[src/aivc_map.svh]
// Operation
// - A 1 V input codes as 0, 4 V as 20736 and 5 V as 27648, linear between.
// - Word format passes -4864..32511, else saturates to 32767 or -32768.
// - Legacy overflow gives overrange end plus one and the overflow bit.
// - Legacy underflow gives undershoot end minus one and the overflow bit.
// - After startup or new parameters, 7fff stands until a conversion.
// - Before or with invalid parameters, both formats show 7fff.
// - Without load supply, 7fff is shown in run and in stop alike.
// - In stop with load supply present, live process values keep flowing.
// - All values are two's complement with the sign in bit 15.
// - A channel disabled by parameter always returns 7fff.
// - Process values of the channels refresh on a fixed 250 ms cycle.
`ifndef AIVC_MAP_SVH
`define AIVC_MAP_SVH

////////////////////////////////////////////////////////////////////////////////
// scaling: code = (mv - 1000) * 864 / 125
`define AIVC_OFFSET_MV 32'sd1000
`define AIVC_SCALE_NUM 32'sd864
`define AIVC_SCALE_DEN 32'sd125

////////////////////////////////////////////////////////////////////////////////
// range limits and substitute codes
`define AIVC_OVR_MAX 32'sd32511
`define AIVC_UND_MIN -32'sd4864
`define AIVC_POS_SAT 16'h7fff
`define AIVC_NEG_SAT 16'h8000
`define AIVC_LEG_OVR 16'h7f00
`define AIVC_LEG_UND 16'hecff
`define AIVC_INVALID 16'h7fff

////////////////////////////////////////////////////////////////////////////////
// timing
`define AIVC_CYCLE_MS 250
`define AIVC_CLK_KHZ 50000
`define AIVC_CYCLE_CLKS (`AIVC_CYCLE_MS * `AIVC_CLK_KHZ)

`endif

[src/aivc_pkg.sv]
package aivc_pkg;

    typedef enum logic {
        aivc_fmt_word,
        aivc_fmt_legacy
    } aivc_fmt_t;

    typedef enum logic [1:0] {
        aivc_rng_in,
        aivc_rng_over,
        aivc_rng_under
    } aivc_range_t;

    typedef struct packed {
        logic [31:0] cycle_cnt;
        logic [1:0] load_sync;
        logic [1:0] have_conv;
        logic [1:0][15:0] sample;
        logic [1:0] sample_ovf;
        logic [1:0][15:0] value;
        logic [1:0] ovf;
        logic upd;
    } aivc_state_t;

endpackage

[src/aivc_conv_if.sv]
`timescale 1ns/100ps
interface aivc_conv_if #(
    parameter int MV_W = 14
);
    logic [MV_W-1:0] mv;
    aivc_pkg::aivc_fmt_t fmt;
    logic [15:0] word;
    logic ovf;

    modport conv (input mv, input fmt, output word, output ovf);
    modport user (output mv, output fmt, input word, input ovf);
endinterface

[src/aivc_scaler.sv]
`timescale 1ns/100ps
`include "aivc_map.svh"
module aivc_scaler #(
    parameter int MV_W = 14
) (
    // converter side
    aivc_conv_if.conv conv
);

    logic signed [31:0] diff;
    logic signed [31:0] code;
    aivc_pkg::aivc_range_t rng;

    generate
        if (MV_W < 13 || MV_W > 20) begin : g_chk
            $error("aivc_scaler: MV_W must lie in 13..20");
        end
    endgenerate

    always_comb begin
        diff = $signed({{(32 - MV_W){1'b0}}, conv.mv}) - `AIVC_OFFSET_MV;
        code = (diff * `AIVC_SCALE_NUM) / `AIVC_SCALE_DEN;
        if (code > `AIVC_OVR_MAX) begin
            rng = aivc_pkg::aivc_rng_over;
        end else if (code < `AIVC_UND_MIN) begin
            rng = aivc_pkg::aivc_rng_under;
        end else begin
            rng = aivc_pkg::aivc_rng_in;
        end
    end

    // two's complement word, sign in bit 15
    always_comb begin
        conv.ovf = 1'b0;
        conv.word = code[15:0];
        unique case (rng)
            aivc_pkg::aivc_rng_over: begin
                if (conv.fmt == aivc_pkg::aivc_fmt_legacy) begin
                    conv.word = `AIVC_LEG_OVR;
                    conv.ovf = 1'b1;
                end else begin
                    conv.word = `AIVC_POS_SAT;
                end
            end
            aivc_pkg::aivc_rng_under: begin
                if (conv.fmt == aivc_pkg::aivc_fmt_legacy) begin
                    conv.word = `AIVC_LEG_UND;
                    conv.ovf = 1'b1;
                end else begin
                    conv.word = `AIVC_NEG_SAT;
                end
            end
            aivc_pkg::aivc_rng_in: begin
                conv.word = code[15:0];
            end
            default: begin
                conv.word = `AIVC_INVALID;
            end
        endcase
    end

endmodule // aivc_scaler

[src/aivc_top.sv]
`timescale 1ns/100ps
`include "aivc_map.svh"
module aivc_top #(
    parameter int MV_W = 14,
    parameter int unsigned CYCLE_CLKS = `AIVC_CYCLE_CLKS
) (
    // clock and reset
    input wire logic core_clk_in,
    input wire logic rst_in,
    // converter samples, millivolts, same clock
    input wire logic [MV_W-1:0] ch0_mv_in,
    input wire logic [MV_W-1:0] ch1_mv_in,
    // parameter assignment, same clock
    input wire logic [1:0] ch_enable_in,
    input wire logic param_valid_in,
    input wire logic param_done_in,
    input wire logic fmt_legacy_in,
    // load supply indication pin
    input wire logic load_ok_in,
    // process values
    output logic [15:0] ch0_value_out,
    output logic [15:0] ch1_value_out,
    output logic [1:0] ch_ovf_out,
    output logic value_upd_out
);

    ////////////////////////////////////////////////////////////////////////////
    // elaboration checks

    generate
        if (CYCLE_CLKS < 1) begin : g_chk_cycle
            $error("aivc_top: CYCLE_CLKS must be at least 1");
        end
        if (MV_W < 13 || MV_W > 20) begin : g_chk_mv
            $error("aivc_top: MV_W must lie in 13..20");
        end
    endgenerate

    ////////////////////////////////////////////////////////////////////////////
    // helpers

    // last count of the refresh cycle
    function automatic logic is_last(
        input logic [31:0] cnt,
        input logic [31:0] last
    );
        logic res;
        res = (cnt == last);
        return res;
    endfunction

    // refresh counter runs freely and wraps at the last count
    function automatic logic [31:0] next_count(
        input logic [31:0] cnt,
        input logic wrap
    );
        logic [31:0] res;
        if (wrap) begin
            res = 32'h0000_0000;
        end else begin
            res = cnt + 32'h0000_0001;
        end
        return res;
    endfunction

    // new or broken parameters discard the last conversion
    function automatic logic must_forget(
        input logic done,
        input logic params_ok
    );
        logic res;
        res = done || !params_ok;
        return res;
    endfunction

    // any one of these reasons puts the invalid code on a channel
    function automatic logic must_subst(
        input logic enabled,
        input logic params_ok,
        input logic load_ok,
        input logic converted
    );
        logic res;
        res = !enabled
              || !params_ok
              || !load_ok
              || !converted;
        return res;
    endfunction

    // value shown to the controller: live sample or the invalid code
    function automatic logic [15:0] shown(
        input logic sub,
        input logic [15:0] smp
    );
        logic [15:0] res;
        if (sub) begin
            res = `AIVC_INVALID;
        end else begin
            res = smp;
        end
        return res;
    endfunction

    // overflow bit never rides along with the invalid code
    function automatic logic shown_flag(
        input logic sub,
        input logic flag
    );
        logic res;
        if (sub) begin
            res = 1'b0;
        end else begin
            res = flag;
        end
        return res;
    endfunction

    // output format as seen by the scalers
    function automatic aivc_pkg::aivc_fmt_t fmt_of(
        input logic legacy
    );
        aivc_pkg::aivc_fmt_t res;
        if (legacy) begin
            res = aivc_pkg::aivc_fmt_legacy;
        end else begin
            res = aivc_pkg::aivc_fmt_word;
        end
        return res;
    endfunction

    ////////////////////////////////////////////////////////////////////////////
    // per-channel converters

    logic [1:0][MV_W-1:0] mv_in;
    logic [1:0][15:0] conv_word;
    logic [1:0] conv_ovf;
    aivc_pkg::aivc_fmt_t fmt;

    assign mv_in[0] = ch0_mv_in;
    assign mv_in[1] = ch1_mv_in;
    assign fmt = fmt_of(fmt_legacy_in);

    genvar g;
    generate
        for (g = 0; g < 2; g++) begin : g_ch
            aivc_conv_if #(.MV_W(MV_W)) conv_bus ();

            assign conv_bus.mv = mv_in[g];
            assign conv_bus.fmt = fmt;
            assign conv_word[g] = conv_bus.word;
            assign conv_ovf[g] = conv_bus.ovf;

            aivc_scaler #(.MV_W(MV_W)) u_scaler (
                .conv(conv_bus.conv)
            );
        end
    endgenerate

    ////////////////////////////////////////////////////////////////////////////
    // state

    // counter wraps here, so the refresh period is exactly CYCLE_CLKS
    localparam logic [31:0] CYCLE_LAST = 32'(CYCLE_CLKS - 1);

    aivc_pkg::aivc_state_t state;
    aivc_pkg::aivc_state_t next_state;
    logic tick;
    logic subst;
    logic forget;

    always_comb begin
        next_state = state;
        tick = is_last(state.cycle_cnt, CYCLE_LAST);
        forget = must_forget(param_done_in, param_valid_in);
        subst = 1'b0;
        // load pin: only the second stage is read
        next_state.load_sync = {state.load_sync[0], load_ok_in};
        // fixed refresh cycle
        next_state.cycle_cnt = next_count(state.cycle_cnt, tick);
        next_state.upd = tick;
        for (int ch = 0; ch < 2; ch++) begin
            // capture: done beats a tick in the same cycle
            if (forget) begin
                // a fresh assignment waits for a fresh conversion
                next_state.have_conv[ch] = 1'b0;
            end else if (tick) begin
                next_state.sample[ch] = conv_word[ch];
                next_state.sample_ovf[ch] = conv_ovf[ch];
                next_state.have_conv[ch] = 1'b1;
            end
            // run or stop does not matter, only the enable, the supply, params and a captured conversion
            subst = must_subst(ch_enable_in[ch], param_valid_in,
                               state.load_sync[1], state.have_conv[ch]);
            next_state.value[ch] = shown(subst, state.sample[ch]);
            next_state.ovf[ch] = shown_flag(subst, state.sample_ovf[ch]);
        end
    end

    always_ff @(posedge core_clk_in) begin
        if (rst_in) begin
            state.cycle_cnt <= 32'h0000_0000;
            state.load_sync <= 2'h0;
            state.have_conv <= 2'h0;
            state.sample <= {2{`AIVC_INVALID}};
            state.sample_ovf <= 2'h0;
            state.value <= {2{`AIVC_INVALID}};
            state.ovf <= 2'h0;
            state.upd <= 1'b0;
        end else begin
            state <= next_state;
        end
    end

    ////////////////////////////////////////////////////////////////////////////
    // outputs

    // every output is a bare flop of the state struct
    assign ch0_value_out = state.value[0];
    assign ch1_value_out = state.value[1];
    assign ch_ovf_out = state.ovf;
    assign value_upd_out = state.upd;

endmodule // aivc_top

[config.mk]
export PLATFORM = sky130hd
export DESIGN_NAME = aivc_top
export DESIGN_NICKNAME = d
export VERILOG_FILES = /design/src/aivc_pkg.sv /design/src/aivc_conv_if.sv /design/src/aivc_scaler.sv /design/src/aivc_top.sv
export VERILOG_INCLUDE_DIRS = /design/src
export SDC_FILE = /design/constraint.sdc
export NUM_CORES = 1
export LEC_CHECK = 0
export BUFFER_PORTS_ARGS = -buffer_cell sky130_fd_sc_hd__clkbuf_2
export CORE_ASPECT_RATIO = 0.9
export CORE_UTILIZATION = 40
export CTS_BUF_LIST = sky130_fd_sc_hd__clkbuf_8
export DETAILED_ROUTE_END_ITERATION = 7
export PLACE_DENSITY = 0.64
export SYNTH_ARGS = -nofsm -noshare
export SYNTH_HDL_FRONTEND = slang
export SYNTH_SLANG_ARGS = --single-unit
[constraint.sdc]
create_clock -name core_clk_in -period 45.6 [get_ports core_clk_in]
set_input_delay 2.28 -clock core_clk_in [delete_from_list [all_inputs] [get_ports core_clk_in]]
set_output_delay 2.28 -clock core_clk_in [all_outputs]
set_load 0.05 [all_outputs]
* Word level (Yosys, flattened, before mapping)
Index checks and enable logic that the tools add are counted.
** Storage, ports and cells
- Flip-flop bits (word level) :: 104
- Word-level logic and storage cells :: 62
- Bits of input ports :: 36
- Output and inout bits :: 35
** Operators by class
- Add/subtract/negate cells :: 3
- Order comparisons :: 4
- Divide/modulo/power cells :: 2
- Eq/ne operators :: 5
- Bitwise operators :: 1
- $mul :: 2
- Reductions and logical operators :: 22
- Mux-type cells :: 12
** Operators with widths (count)
- 16-bit one-hot mux with 3 select lines :: 2
- 32-bit by 8-bit divider with 32-bit output, second input constant :: 2
- 32-bit by 16-bit greater-than comparator with 1-bit output, second input constant :: 2
- 32-bit by 14-bit < comparator with 1-bit output, second input constant :: 2
- 32-bit by 6-bit multiplier with 27-bit output, second input constant :: 2
- 32-bit by 1-bit adder with 32-bit output, second input constant :: 1
- 32-bit by 24-bit == test with 1-bit output, second input constant :: 1
- 14-bit by 10-bit subtractor with 15-bit output, second input constant :: 2
- 15-bit 2-to-1 mux :: 1
- 2-bit OR reduction :: 6
- 2-bit 2-to-1 mux :: 4
- 8-bit 2-to-1 mux :: 1
- 1-bit logical OR :: 7
- 1-bit zero test :: 6
- 2-bit by 1-bit == test with 1-bit output, second input constant :: 2
- 2-bit == test, second input constant :: 2
- 2-bit zero test :: 2
- 1-bit 2-to-1 mux :: 4
- 2-bit AND reduction :: 1
- 1-bit NOT :: 1

* Depth between registers and ports, before layout
Gate-level depths: netlist of the first run.
- Depth after elaboration :: 9
- Mapped depth :: 107
- Depth with buffers taken out :: 96

* Cells and area by module
A second synthesis of the first run with hierarchy kept.
** Second synthesis, totals
- Cells, all modules :: 3345
- Area, all modules :: 25119.1 sq um
** Modules (own cells, without submodules)
- aivc_scaler at g_ch[0].u_scaler :: area an instance 10427.5 sq um, times used 1, cells each 1432, sequential area each 0.0 sq um
- aivc_scaler at g_ch[1].u_scaler :: area an instance 10353.7 sq um, times used 1, cells each 1466, sequential area each 0.0 sq um
- aivc_top :: area an instance 4337.9 sq um, times used 1, cells each 447, sequential area each 2082.0 sq um

* Least setup slack after synthesis of the first run
Ideal clock, no wire load.
- Path kind :: input port to flip-flop
- From :: input port ch1_mv_in[3]
- To :: register state[66] (netlist name)
- Required time :: 45.480 ns
- Library setup time :: 0.120 ns
- Cell stages on the path :: 96
- Arrival :: 24.187 ns
- Path buffers :: 6
- Path slack :: 21.293 ns
- Cell sequence :: inv_1 -> ha_1 -> nor2_1 -> a2111o_1 -> xnor2_1 -> ha_1 -> ha_1 -> inv_1 -> fa_1 -> inv_1 -> ha_1 -> nor2b_1 -> nor2b_1 -> mux2_2 -> or4_1 -> clkbuf_1 -> a2111oi_2 -> a31oi_1 -> [60 not listed] -> a2bb2oi_1 -> o21a_1 -> o211ai_2 -> nor2_1 -> ha_1 -> nand3_1 -> nor2_1 -> nor2b_1 -> mux2_2 -> nand3_1 -> o31ai_1 -> a31oi_1 -> mux2_1 -> nand2_1 -> nand4_2 -> a31oi_4 -> o21ai_1 -> a211o_1
** On the way
- Cells in the longest elaborated chain, start to end :: 8
- Elaborated cells on any way between the ends :: 11
- Classes of those cells :: add/sub: 1; mul: 1; div: 1; order compare: 2; eq/ne: 2; mux: 3; reduce/logical: 1
** Ends and longest elaborated chain
- start: declaration :: RTL line aivc_top.sv:12 : input wire logic [MV_W-1:0] ch1_mv_in,
- 14-bit by 10-bit subtractor with 15-bit output (no line) *
- 32-bit by 6-bit multiplier with 27-bit output (no line) *
- 32-bit by 8-bit divider with 32-bit output (no line) *
- 32-bit by 14-bit < comparator with 1-bit output (no line)
- 2-bit 2-to-1 mux :: RTL line aivc_scaler.sv:25 : end else if (code < `AIVC_UND_MIN) begin
- 2-bit 2-to-1 mux :: RTL line aivc_scaler.sv:23 : if (code > `AIVC_OVR_MAX) begin
- 2-bit == test (tied with other cells) :: RTL line aivc_scaler.sv:36 : unique case (rng)
- 16-bit one-hot mux with 3 select lines * :: RTL line aivc_scaler.sv:36
- end signal: assignment :: RTL line aivc_top.sv:211 : state <= next_state;
- end: declaration :: RTL line aivc_top.sv:166 : aivc_pkg::aivc_state_t state;
Mark *: on every way between the ends. The rest lies on a longest branch, timed or not.
A chain may end at the register's enable or synchronous reset.

* Worst setup path after layout of the first run
- From :: input port ch1_mv_in[3]
- To :: register state[54] (netlist name)
Same word-level chain as after synthesis.

==> results of run 1 <==
-- metal layers --
metal	GRT usage, %	routed length [um]	vias up
li1	-	-	12100
met1	31.2	33100	11400
met2	33.9	29000	733
met3	1.19	3190	59
met4	3.01	737	0
met5	0	0	-
-- worst max-delay path, delay by kind of cell --
kind | cells | cell delay (ns)
and+or+nand+nor | 31 | 6.35
buffers and inverters | 7 | 1.05
adders and majority gates | 11 | 3.48
AOI/OAI and AO/OA | 40 | 12.66
muxes | 6 | 1.94
xor gates and xnor gates | 2 | 1.34
-- worst min-delay path by stage --
stage / to / slack [ns] / depth (start not counted) / start
after detailed placement: state[72]$_SDFF_PP0_ / 0.43 / 1 / next_state[72]$_SDFF_PP0_
after floorplan: state[72]$_SDFF_PP0_ / 0.41 / 1 / next_state[72]$_SDFF_PP0_
after global routing: ch_ovf_out[0]$_SDFF_PP0_ / 0.48 / 2 / state[35]$_SDFFE_PP0P_
after CTS: ch_ovf_out[0]$_SDFF_PP0_ / 0.45 / 2 / state[35]$_SDFFE_PP0P_
final: ch_ovf_out[0]$_SDFF_PP0_ / 0.44 / 2 / state[35]$_SDFFE_PP0P_
after global placement: state[72]$_SDFF_PP0_ / 0.42 / 1 / next_state[72]$_SDFF_PP0_
-- registers in the layout, indices dropped and copies added (netlist names) --
signal         flops
ch0_value_out     16
ch1_value_out     16
ch_ovf_out         2
next_state         1
state             68
value_upd_out      1
-- layout by cell type, fill, tap and decap left out, types with 48 or more instances in the layout --
cell,instances
a21o_1,55
a21oi_1,194
a31oi_1,58
and2_1,49
and3_1,63
clkbuf_2,70
dfxtp_1,104
ha_1,110
inv_1,140
mux2i_1,53
nand2_1,235
nand3_1,98
nand4_1,51
nor2_1,282
nor3_1,106
o21a_1,50
o21ai_0,129
o21ai_1,48
or2_2,53
xnor2_1,203
xor2_1,93
-- kinds of logic after synthesis --
group           share of synthesized area [%]
compound gates                           35.1
xor+xnor                                 11.3
fa+ha+maj                                9.10
buf+inv                                  5.32
flops                                    8.70
mux                                      4.54
simple gates                             26.0
-- area by class of cell --
type	instances	area (sq um)
Inverter	146	548
Sequential cell	104	2080
Clock buffer	9	124
Multi-Input combinational cell	2825	20600
Clock inverter	6	108
Timing Repair Buffer	88	485
Antenna cell	1	2.50
Tap cell	774	968
Fill cell	5976	33900
-- per-stage QoR --
step / cells / area (sq um)
4_1_cts: 3952 / 24900
3_3_place_gp: 3937 / 24700
5_1_grt: 3952 / 24900
6_report: 3953 / 24900
2_1_floorplan: 3210 / 23900
3_5_place_dp: 3937 / 24700
==> results_dict.tcl, run 1 <==
set metrics [dict create \
    yosys-top-cells-count "nor2_1, nand2_1, xnor2_1" \
    crit_type "in -> reg" \
    setup_ws_ns 16.76 \
    grt_max_degree 41 \
    slew_viol_final 0 \
    dpl.hpwl_um 53100 \
    skew_ns 0.0157 \
    min_path_type "reg -> reg" \
    rows 84 \
    routed_via_density 6.16 \
    vias 24300 \
    cts_hold_buf 0 \
    syn-num-nets 3392 \
    clock_sinks 104 \
    post_cts_buffers 0 \
    whs_ns 0.436 \
    nets 3356 \
    grt-ovfl-total 0 \
    synth.largest_area_cell "dfxtp_1" \
    min_period_over_period_pct 63.2 \
    core_area_sq_um 58800 \
    cp_max_fo 40 \
    h-tree-depth 3 \
    insertion_delay_ns 0.38 \
    cpPeakStageDelay_ns 0.93 \
    crit_top_cell "ha_1" \
    synth_edf_count 0 \
    synth_top_area_share_pct 8.70 \
    grt_pass1_vias 21900 \
    rr_endpoint "state[41]$_SDFFE_PP1P_" \
    hold_violations 0 \
    maxCapViolCount 0 \
    drc 0 \
    drive_above_1_share_pct 11.9 \
    synth.area.top_cells "dfxtp_1, xnor2_1, ha_1, nor2_1, a21oi_1" \
    worst_slew_pin_slew_ns 1.12 \
    syn_inst 3210 \
    grt_pass1_wl_um 110000 \
    drt_wl_total_um 66000 \
    reg2reg_from "state[98]$_SDFF_PP0_" \
    final_core_util_pct 42.4 \
    synth_area_sq_um 23900 \
    final.setup.tns_ns 0 \
    setup_violations 0 \
    ys_warn_count 0 \
    post_cts_resized 0 \
    rrSetupSlack_ns 42.12 \
    ys_seq_elements 104 \
    numCtsBuffers 9 \
    synth.distinct_cells 146 \
    drt_first_pass_iters 5 \
    maxClockFrequency_mhz 34.7 \
    maxSlewHeadroom_pct 25.2 \
    area_delta_synth_final_pct 4.05 \
    dieArea_sq_um 60800 \
    fp.dieW_um 260 \
    track_usage_pct 21.1 \
    cts_root_buf "clkbuf_8" \
    timing.critical_path.to "state[54]$_SDFFE_PP1P_" \
    period_minus_slack_ns 28.84 \
    grt_antenna_before_repair 2 \
    synthArstFlopShare_pct 0 \
    syn_avg_cell_area_sq_um 7.45 \
    start_util_pct 40.7 \
    rsz0062_at_grt "false" \
    routabilityCongestion 0.959 \
    synth_ff_type "dfxtp_1" \
    ys_seq_area_share_pct 8.70 \
    required_ns 45.92 \
    clk_path_buf_depth 2 \
    path_clk_slew_ns 0.10 \
    routedWlPerCell_um 16.7 \
    synth_most_common_cell "nor2_1" \
    pre_cts_ws_ns 16.71 \
    reg2reg_depth 7 \
    status "completed" \
    pin_count 71 \
    cp-startpoint "ch1_mv_in[3]" \
    crit_slowest_cell "o41ai_4" \
    die_y_um 234 \
    cp-start-kind "input port" \
    final_antenna_net_count 0 \
    cp_data_arrival_time_ns 29.16 \
    initialDrtViolationCount 2227 \
    cts_tree "done" \
    io_buffers 70 \
    end_kind "flip-flop" \
]
Power of run 1 is not shown: default switching activity piles up to over one toggle a cycle in this logic, so the estimate is an artifact.
==> inputs of run 2 (changes only) <==
--- a/config.mk
+++ b/config.mk
@@ -6,12 +6,13 @@
 export SDC_FILE = /design/constraint.sdc
 export NUM_CORES = 1
 export LEC_CHECK = 0
+export ABC_AREA = 1
 export BUFFER_PORTS_ARGS = -buffer_cell sky130_fd_sc_hd__clkbuf_2
 export CORE_ASPECT_RATIO = 0.9
 export CORE_UTILIZATION = 40
 export CTS_BUF_LIST = sky130_fd_sc_hd__clkbuf_8
 export DETAILED_ROUTE_END_ITERATION = 7
-export PLACE_DENSITY = 0.64
+export PLACE_DENSITY = 0.66
 export SYNTH_ARGS = -nofsm -noshare
 export SYNTH_HDL_FRONTEND = slang
 export SYNTH_SLANG_ARGS = --single-unit
==> constraint.sdc (replaced) <==
create_clock -name core_clk_in -period 24.9 [get_ports core_clk_in]
set_input_delay 1.245 -clock core_clk_in [delete_from_list [all_inputs] [get_ports core_clk_in]]
set_output_delay 1.245 -clock core_clk_in [all_outputs]
set_load 0.05 [all_outputs]
==> results_dict.tcl, run 2 <==
set metrics [dict create \
    syn_inst 3725 \
    crit_top_cell "nand2_1" \
    cp_data_arrival_time_ns 22.01 \
    h-tree-depth 3 \
    rsz0062_at_grt "false" \
    min_period_over_period_pct 87.3 \
    maxClockFrequency_mhz 46.0 \
    synth_top_area_share_pct 16.2 \
    cpPeakStageDelay_ns 0.64 \
    synth.largest_area_cell "nand2_1" \
    cts_root_buf "clkbuf_8" \
    post_cts_resized 0 \
    maxCapViolCount 0 \
    ys_seq_elements 104 \
    routed_via_density 4.85 \
    cp-start-kind "input port" \
    cts_tree "done" \
    status "completed" \
    grt_pass1_wl_um 90400 \
    worstHoldStart "next_state[72]$_SDFF_PP0_" \
    period_minus_slack_ns 21.74 \
    dieArea_sq_um 57500 \
    hold_violations 0 \
    vias 21800 \
    routabilityCongestion 0.911 \
    final_antenna_net_count 0 \
    cts_hold_buf 0 \
    layout_common_cells "nand2_1, inv_1, nand3_1" \
    crit_slowest_cell "or4_2" \
    synthArstFlopShare_pct 0 \
    insertion_delay_ns 0.37 \
    final.setup.tns_ns 0 \
    drt_wl_total_um 51600 \
    min_path_type "reg -> reg" \
    post_cts_buffers 0 \
    yosys-top-cells-count "nand2_1, inv_1, nand3_1" \
    diodes 0 \
    start_util_pct 40.6 \
    setup_violations 0 \
    cp_max_fo 43 \
    ys_seq_area_share_pct 9.21 \
    hold_depth 2 \
    die_y_um 227 \
    path_clk_slew_ns 0.10 \
    synth.area.top_cells "nand2_1, dfxtp_1, inv_1, nand3_1, ha_1" \
    end_kind "flip-flop" \
    synth.distinct_cells 74 \
    synth_area_sq_um 22600 \
    nets 3920 \
    slew_viol_final 0 \
    drive_above_1_share_pct 19.3 \
    numCtsBuffers 9 \
    required_ns 25.18 \
    largest_register "state" \
    synth_most_common_cell "nand2_1" \
    reg2reg_depth 21 \
    grt_antenna_before_repair 0 \
    routedWlPerCell_um 11.5 \
    grt-ovfl-total 0 \
    core_area_sq_um 55700 \
    dpl.hpwl_um 44500 \
    clk_path_buf_depth 2 \
    io_buffers 70 \
    drt_first_pass_iters 5 \
    fp.dieW_um 253 \
    grt_pass1_vias 19900 \
    skew_ns 0.0117 \
    reg2reg_from "state[73]$_SDFF_PP0_" \
    cp-startpoint "ch1_mv_in[3]" \
    crit_type "in -> reg" \
    synth_edf_count 0 \
    rows 82 \
    syn-num-nets 3907 \
    pin_count 71 \
    syn_avg_cell_area_sq_um 6.07 \
    clock_sinks 104 \
    ys_warn_count 0 \
    maxSlewHeadroom_pct 33.4 \
    area_delta_synth_final_pct 3.91 \
    track_usage_pct 18.0 \
    largest_register_ffs 68 \
    grt_max_degree 44 \
    worst_slew_pin_slew_ns 0.997 \
    synth_ff_type "dfxtp_1" \
    drc 0 \
    initialDrtViolationCount 1200 \
    layout_commonest_cell "nand2_1" \
]
[run 2: final cells by class]
cell class | instances | area, sq um
timing repair buffer | 73 | 373
sequential | 104 | 2080
clock inverter | 7 | 88.8
fill | 6026 | 32200
tap | 756 | 946
multi-input combinational | 2902 | 17400
clock buffer | 9 | 124
inverter | 648 | 2500
[run 2: metal layers]
layer / share of wire, % / routed length, um / GRT usage [%] / vias up
met5: 0 / 0 / 0 / -
met4: 0.74 / 382 / 2.37 / 0
met3: 3.0 / 1550 / 0.949 / 32
met2: 43 / 22300 / 29.6 / 276
met1: 53 / 27400 / 26.5 / 9712
li1: - / - / - / 11800
[run 2: worst max-delay path: cells and delay by family]
| family | cells | cell delay, ns |
|---|---|---|
| fa+ha+maj | 10 | 3.11 |
| xor+xnor | 2 | 0.41 |
| compound gates | 9 | 1.55 |
| simple gates | 112 | 13.93 |
| buf+inv | 18 | 1.65 |
[run 2: path summary, 6_finish.rpt]
check | endpoint | slack, ns
worst max register to register | state[103]$_SDFF_PP0_ | 21.47
worst min register to register | state[72]$_SDFF_PP0_ | 0.42
worst min-delay path | state[72]$_SDFF_PP0_ | 0.42
worst max-delay path | state[54]$_SDFFE_PP1P_ | 3.16
[run 2: stage by stage]
stage	area (sq um)	cells	worst slack, ns	hold slack [ns]	util [%]
6_report	23500	4499	3.16	0.416	42.1
2_1_floorplan	22600	3725	6.02	0.388	-
3_3_place_gp	23300	4483	2.86	0.395	41.8
5_1_grt	23500	4499	0.831	0.450	42.1
4_1_cts	23500	4499	3.15	0.416	42.1
3_5_place_dp	23300	4483	2.81	0.400	41.8
[run 2: cells by family after synthesis]
logic type / after synthesis / share of synthesized area, %
flops: 104 / 9.21
fa+ha+maj: 147 / 9.32
buf+inv: 719 / 13.9
simple gates: 2278 / 52.5
xor+xnor: 159 / 6.38
compound gates: 318 / 8.67
Power of run 2 is left out for the same reason.
==> inputs of run 3 (changes only) <==
--- a/config.mk
+++ b/config.mk
@@ -8,11 +8,13 @@
 export LEC_CHECK = 0
 export ABC_AREA = 1
 export BUFFER_PORTS_ARGS = -buffer_cell sky130_fd_sc_hd__clkbuf_2
+export CELL_PAD_IN_SITES_DETAIL_PLACEMENT = 1
+export CELL_PAD_IN_SITES_GLOBAL_PLACEMENT = 2
 export CORE_ASPECT_RATIO = 0.9
-export CORE_UTILIZATION = 40
+export CORE_UTILIZATION = 32
 export CTS_BUF_LIST = sky130_fd_sc_hd__clkbuf_8
 export DETAILED_ROUTE_END_ITERATION = 7
-export PLACE_DENSITY = 0.66
+export PLACE_DENSITY = 0.88
 export SYNTH_ARGS = -nofsm -noshare
 export SYNTH_HDL_FRONTEND = slang
 export SYNTH_SLANG_ARGS = --single-unit
==> results_dict.tcl, run 3 (synthesized netlist as in run 2, its figures left out) <==
set metrics [dict create \
    skew_ns 0.0146 \
    drt_wl_total_um 63200 \
    routedWlPerCell_um 13.5 \
    crit_slowest_cell "or4_2" \
    nets 3919 \
    final_antenna_net_count 0 \
    worst_slew_pin_slew_ns 1.02 \
    n_fill_cell 9523 \
    end_kind "flip-flop" \
    crit_top_cell "nand2_1" \
    initialDrtViolationCount 878 \
    register_area_sq_um 2080 \
    final_core_util_pct 33.8 \
    insertion_delay_ns 0.39 \
    grt-ovfl-total 0 \
    rsz0062_at_grt "false" \
    period_minus_slack_ns 22.22 \
    grt_pass1_vias 22500 \
    vias 22400 \
    largest_register "state" \
    maxClockFrequency_mhz 45.0 \
    crit_type "in -> reg" \
    dieArea_sq_um 71700 \
    dpl.hpwl_um 55300 \
    pin_count 71 \
    cts_tree "done" \
    grt_pass1_wl_um 108000 \
    cts_root_buf "clkbuf_8" \
    min_path_type "reg -> reg" \
    track_usage_pct 17.8 \
    clock_sinks 104 \
    routed_via_density 4.79 \
    area_delta_synth_final_pct 4.81 \
    die_y_um 254 \
    post_cts_resized 0 \
    slew_viol_final 0 \
    required_ns 25.19 \
    start_util_pct 32.3 \
    path_clk_slew_ns 0.11 \
    setup_ws_ns 2.68 \
    rows 92 \
    diodes 0 \
    routabilityCongestion 0.845 \
    drt_first_pass_iters 5 \
    layout_commonest_cell "nand2_1" \
    numCtsBuffers 9 \
    layout_common_cells "nand2_1, inv_1, nand3_1" \
    setup_violations 0 \
    numPlacedInstances 4666 \
    drive_above_1_share_pct 19.3 \
    post_cts_buffers 0 \
    clk_path_buf_depth 2 \
    multi_input_area_sq_um 17400 \
    largest_register_ffs 68 \
    cpPeakStageDelay_ns 0.63 \
    cp_max_fo 43 \
    maxCapViolCount 0 \
    maxSlewHeadroom_pct 31.7 \
    fp.dieW_um 282 \
    cp_data_arrival_time_ns 22.50 \
    cp-start-kind "input port" \
    grt_max_degree 44 \
    core_area_sq_um 70000 \
    fin_cells 4682 \
    status "completed" \
    cts_hold_buf 0 \
    hold_violations 0 \
    io_buffers 70 \
    pre_cts_ws_ns 2.19 \
    final.setup.tns_ns 0 \
    min_period_over_period_pct 89.2 \
    grt_antenna_before_repair 2 \
    drc 0 \
    h-tree-depth 3 \
]
==> run 3: changes by cell type in the layout (fill, tap and decap cells not counted), sizes merged <==
cell,before,now
bufinv,3,2
inv,637,638
buf,3,2
==> run 3: final cells by class <==
class / count / share of cell area (%)
Multi-Input combinational cell: 2902 / 73.3
Inverter: 648 / 10.6
Sequential cell: 104 / 8.79
Tap cell: 940 / 4.97
Timing Repair Buffer: 72 / 1.54
Clock buffer: 9 / 0.523
Clock inverter: 7 / 0.296
==> run 3: path summary, 6_finish.rpt <==
kind / from / to / slack, ns / cells after the start
worst max-delay path: ch1_mv_in[3] / state[55]$_SDFFE_PP1P_ / 2.68 / 147
worst min-delay path: next_state[72]$_SDFF_PP0_ / state[72]$_SDFF_PP0_ / 0.41 / 2
worst max register to register: state[73]$_SDFF_PP0_ / state[103]$_SDFF_PP0_ / 21.36 / 21
worst min register to register: next_state[72]$_SDFF_PP0_ / state[72]$_SDFF_PP0_ / 0.41 / 2
==> run 3: through the flow <==
stage / hold slack [ns] / area, sq um
after global routing: 0.442 / 23700
after global placement: 0.391 / 23500
after floorplan: 0.388 / 22600
final: 0.415 / 23700
after CTS: 0.419 / 23700
after detailed placement: 0.403 / 23500
==> run 3: routing by layer <==
layer | vias to the layer above | track usage (%) | share of wire (%)
met5 | - | 0 | 0.017
met4 | 2 | 1.89 | 0.66
met3 | 31 | 0.919 | 1.5
met2 | 157 | 30.3 | 45
met1 | 10400 | 25.2 | 53
li1 | 11800 | - | -
==> run 3: worst max-delay path: cells and delay by family <==
| kind | cells | cell delay [ns] |
|---|---|---|
| AO/OA/AOI/OAI | 9 | 1.73 |
| adder cells (fa/ha/maj) | 10 | 3.15 |
| XOR/XNOR | 2 | 0.44 |
| buffers and inverters | 15 | 1.42 |
| AND/OR/NAND/NOR | 111 | 14.47 |
Power of run 3 is left out for the same reason.
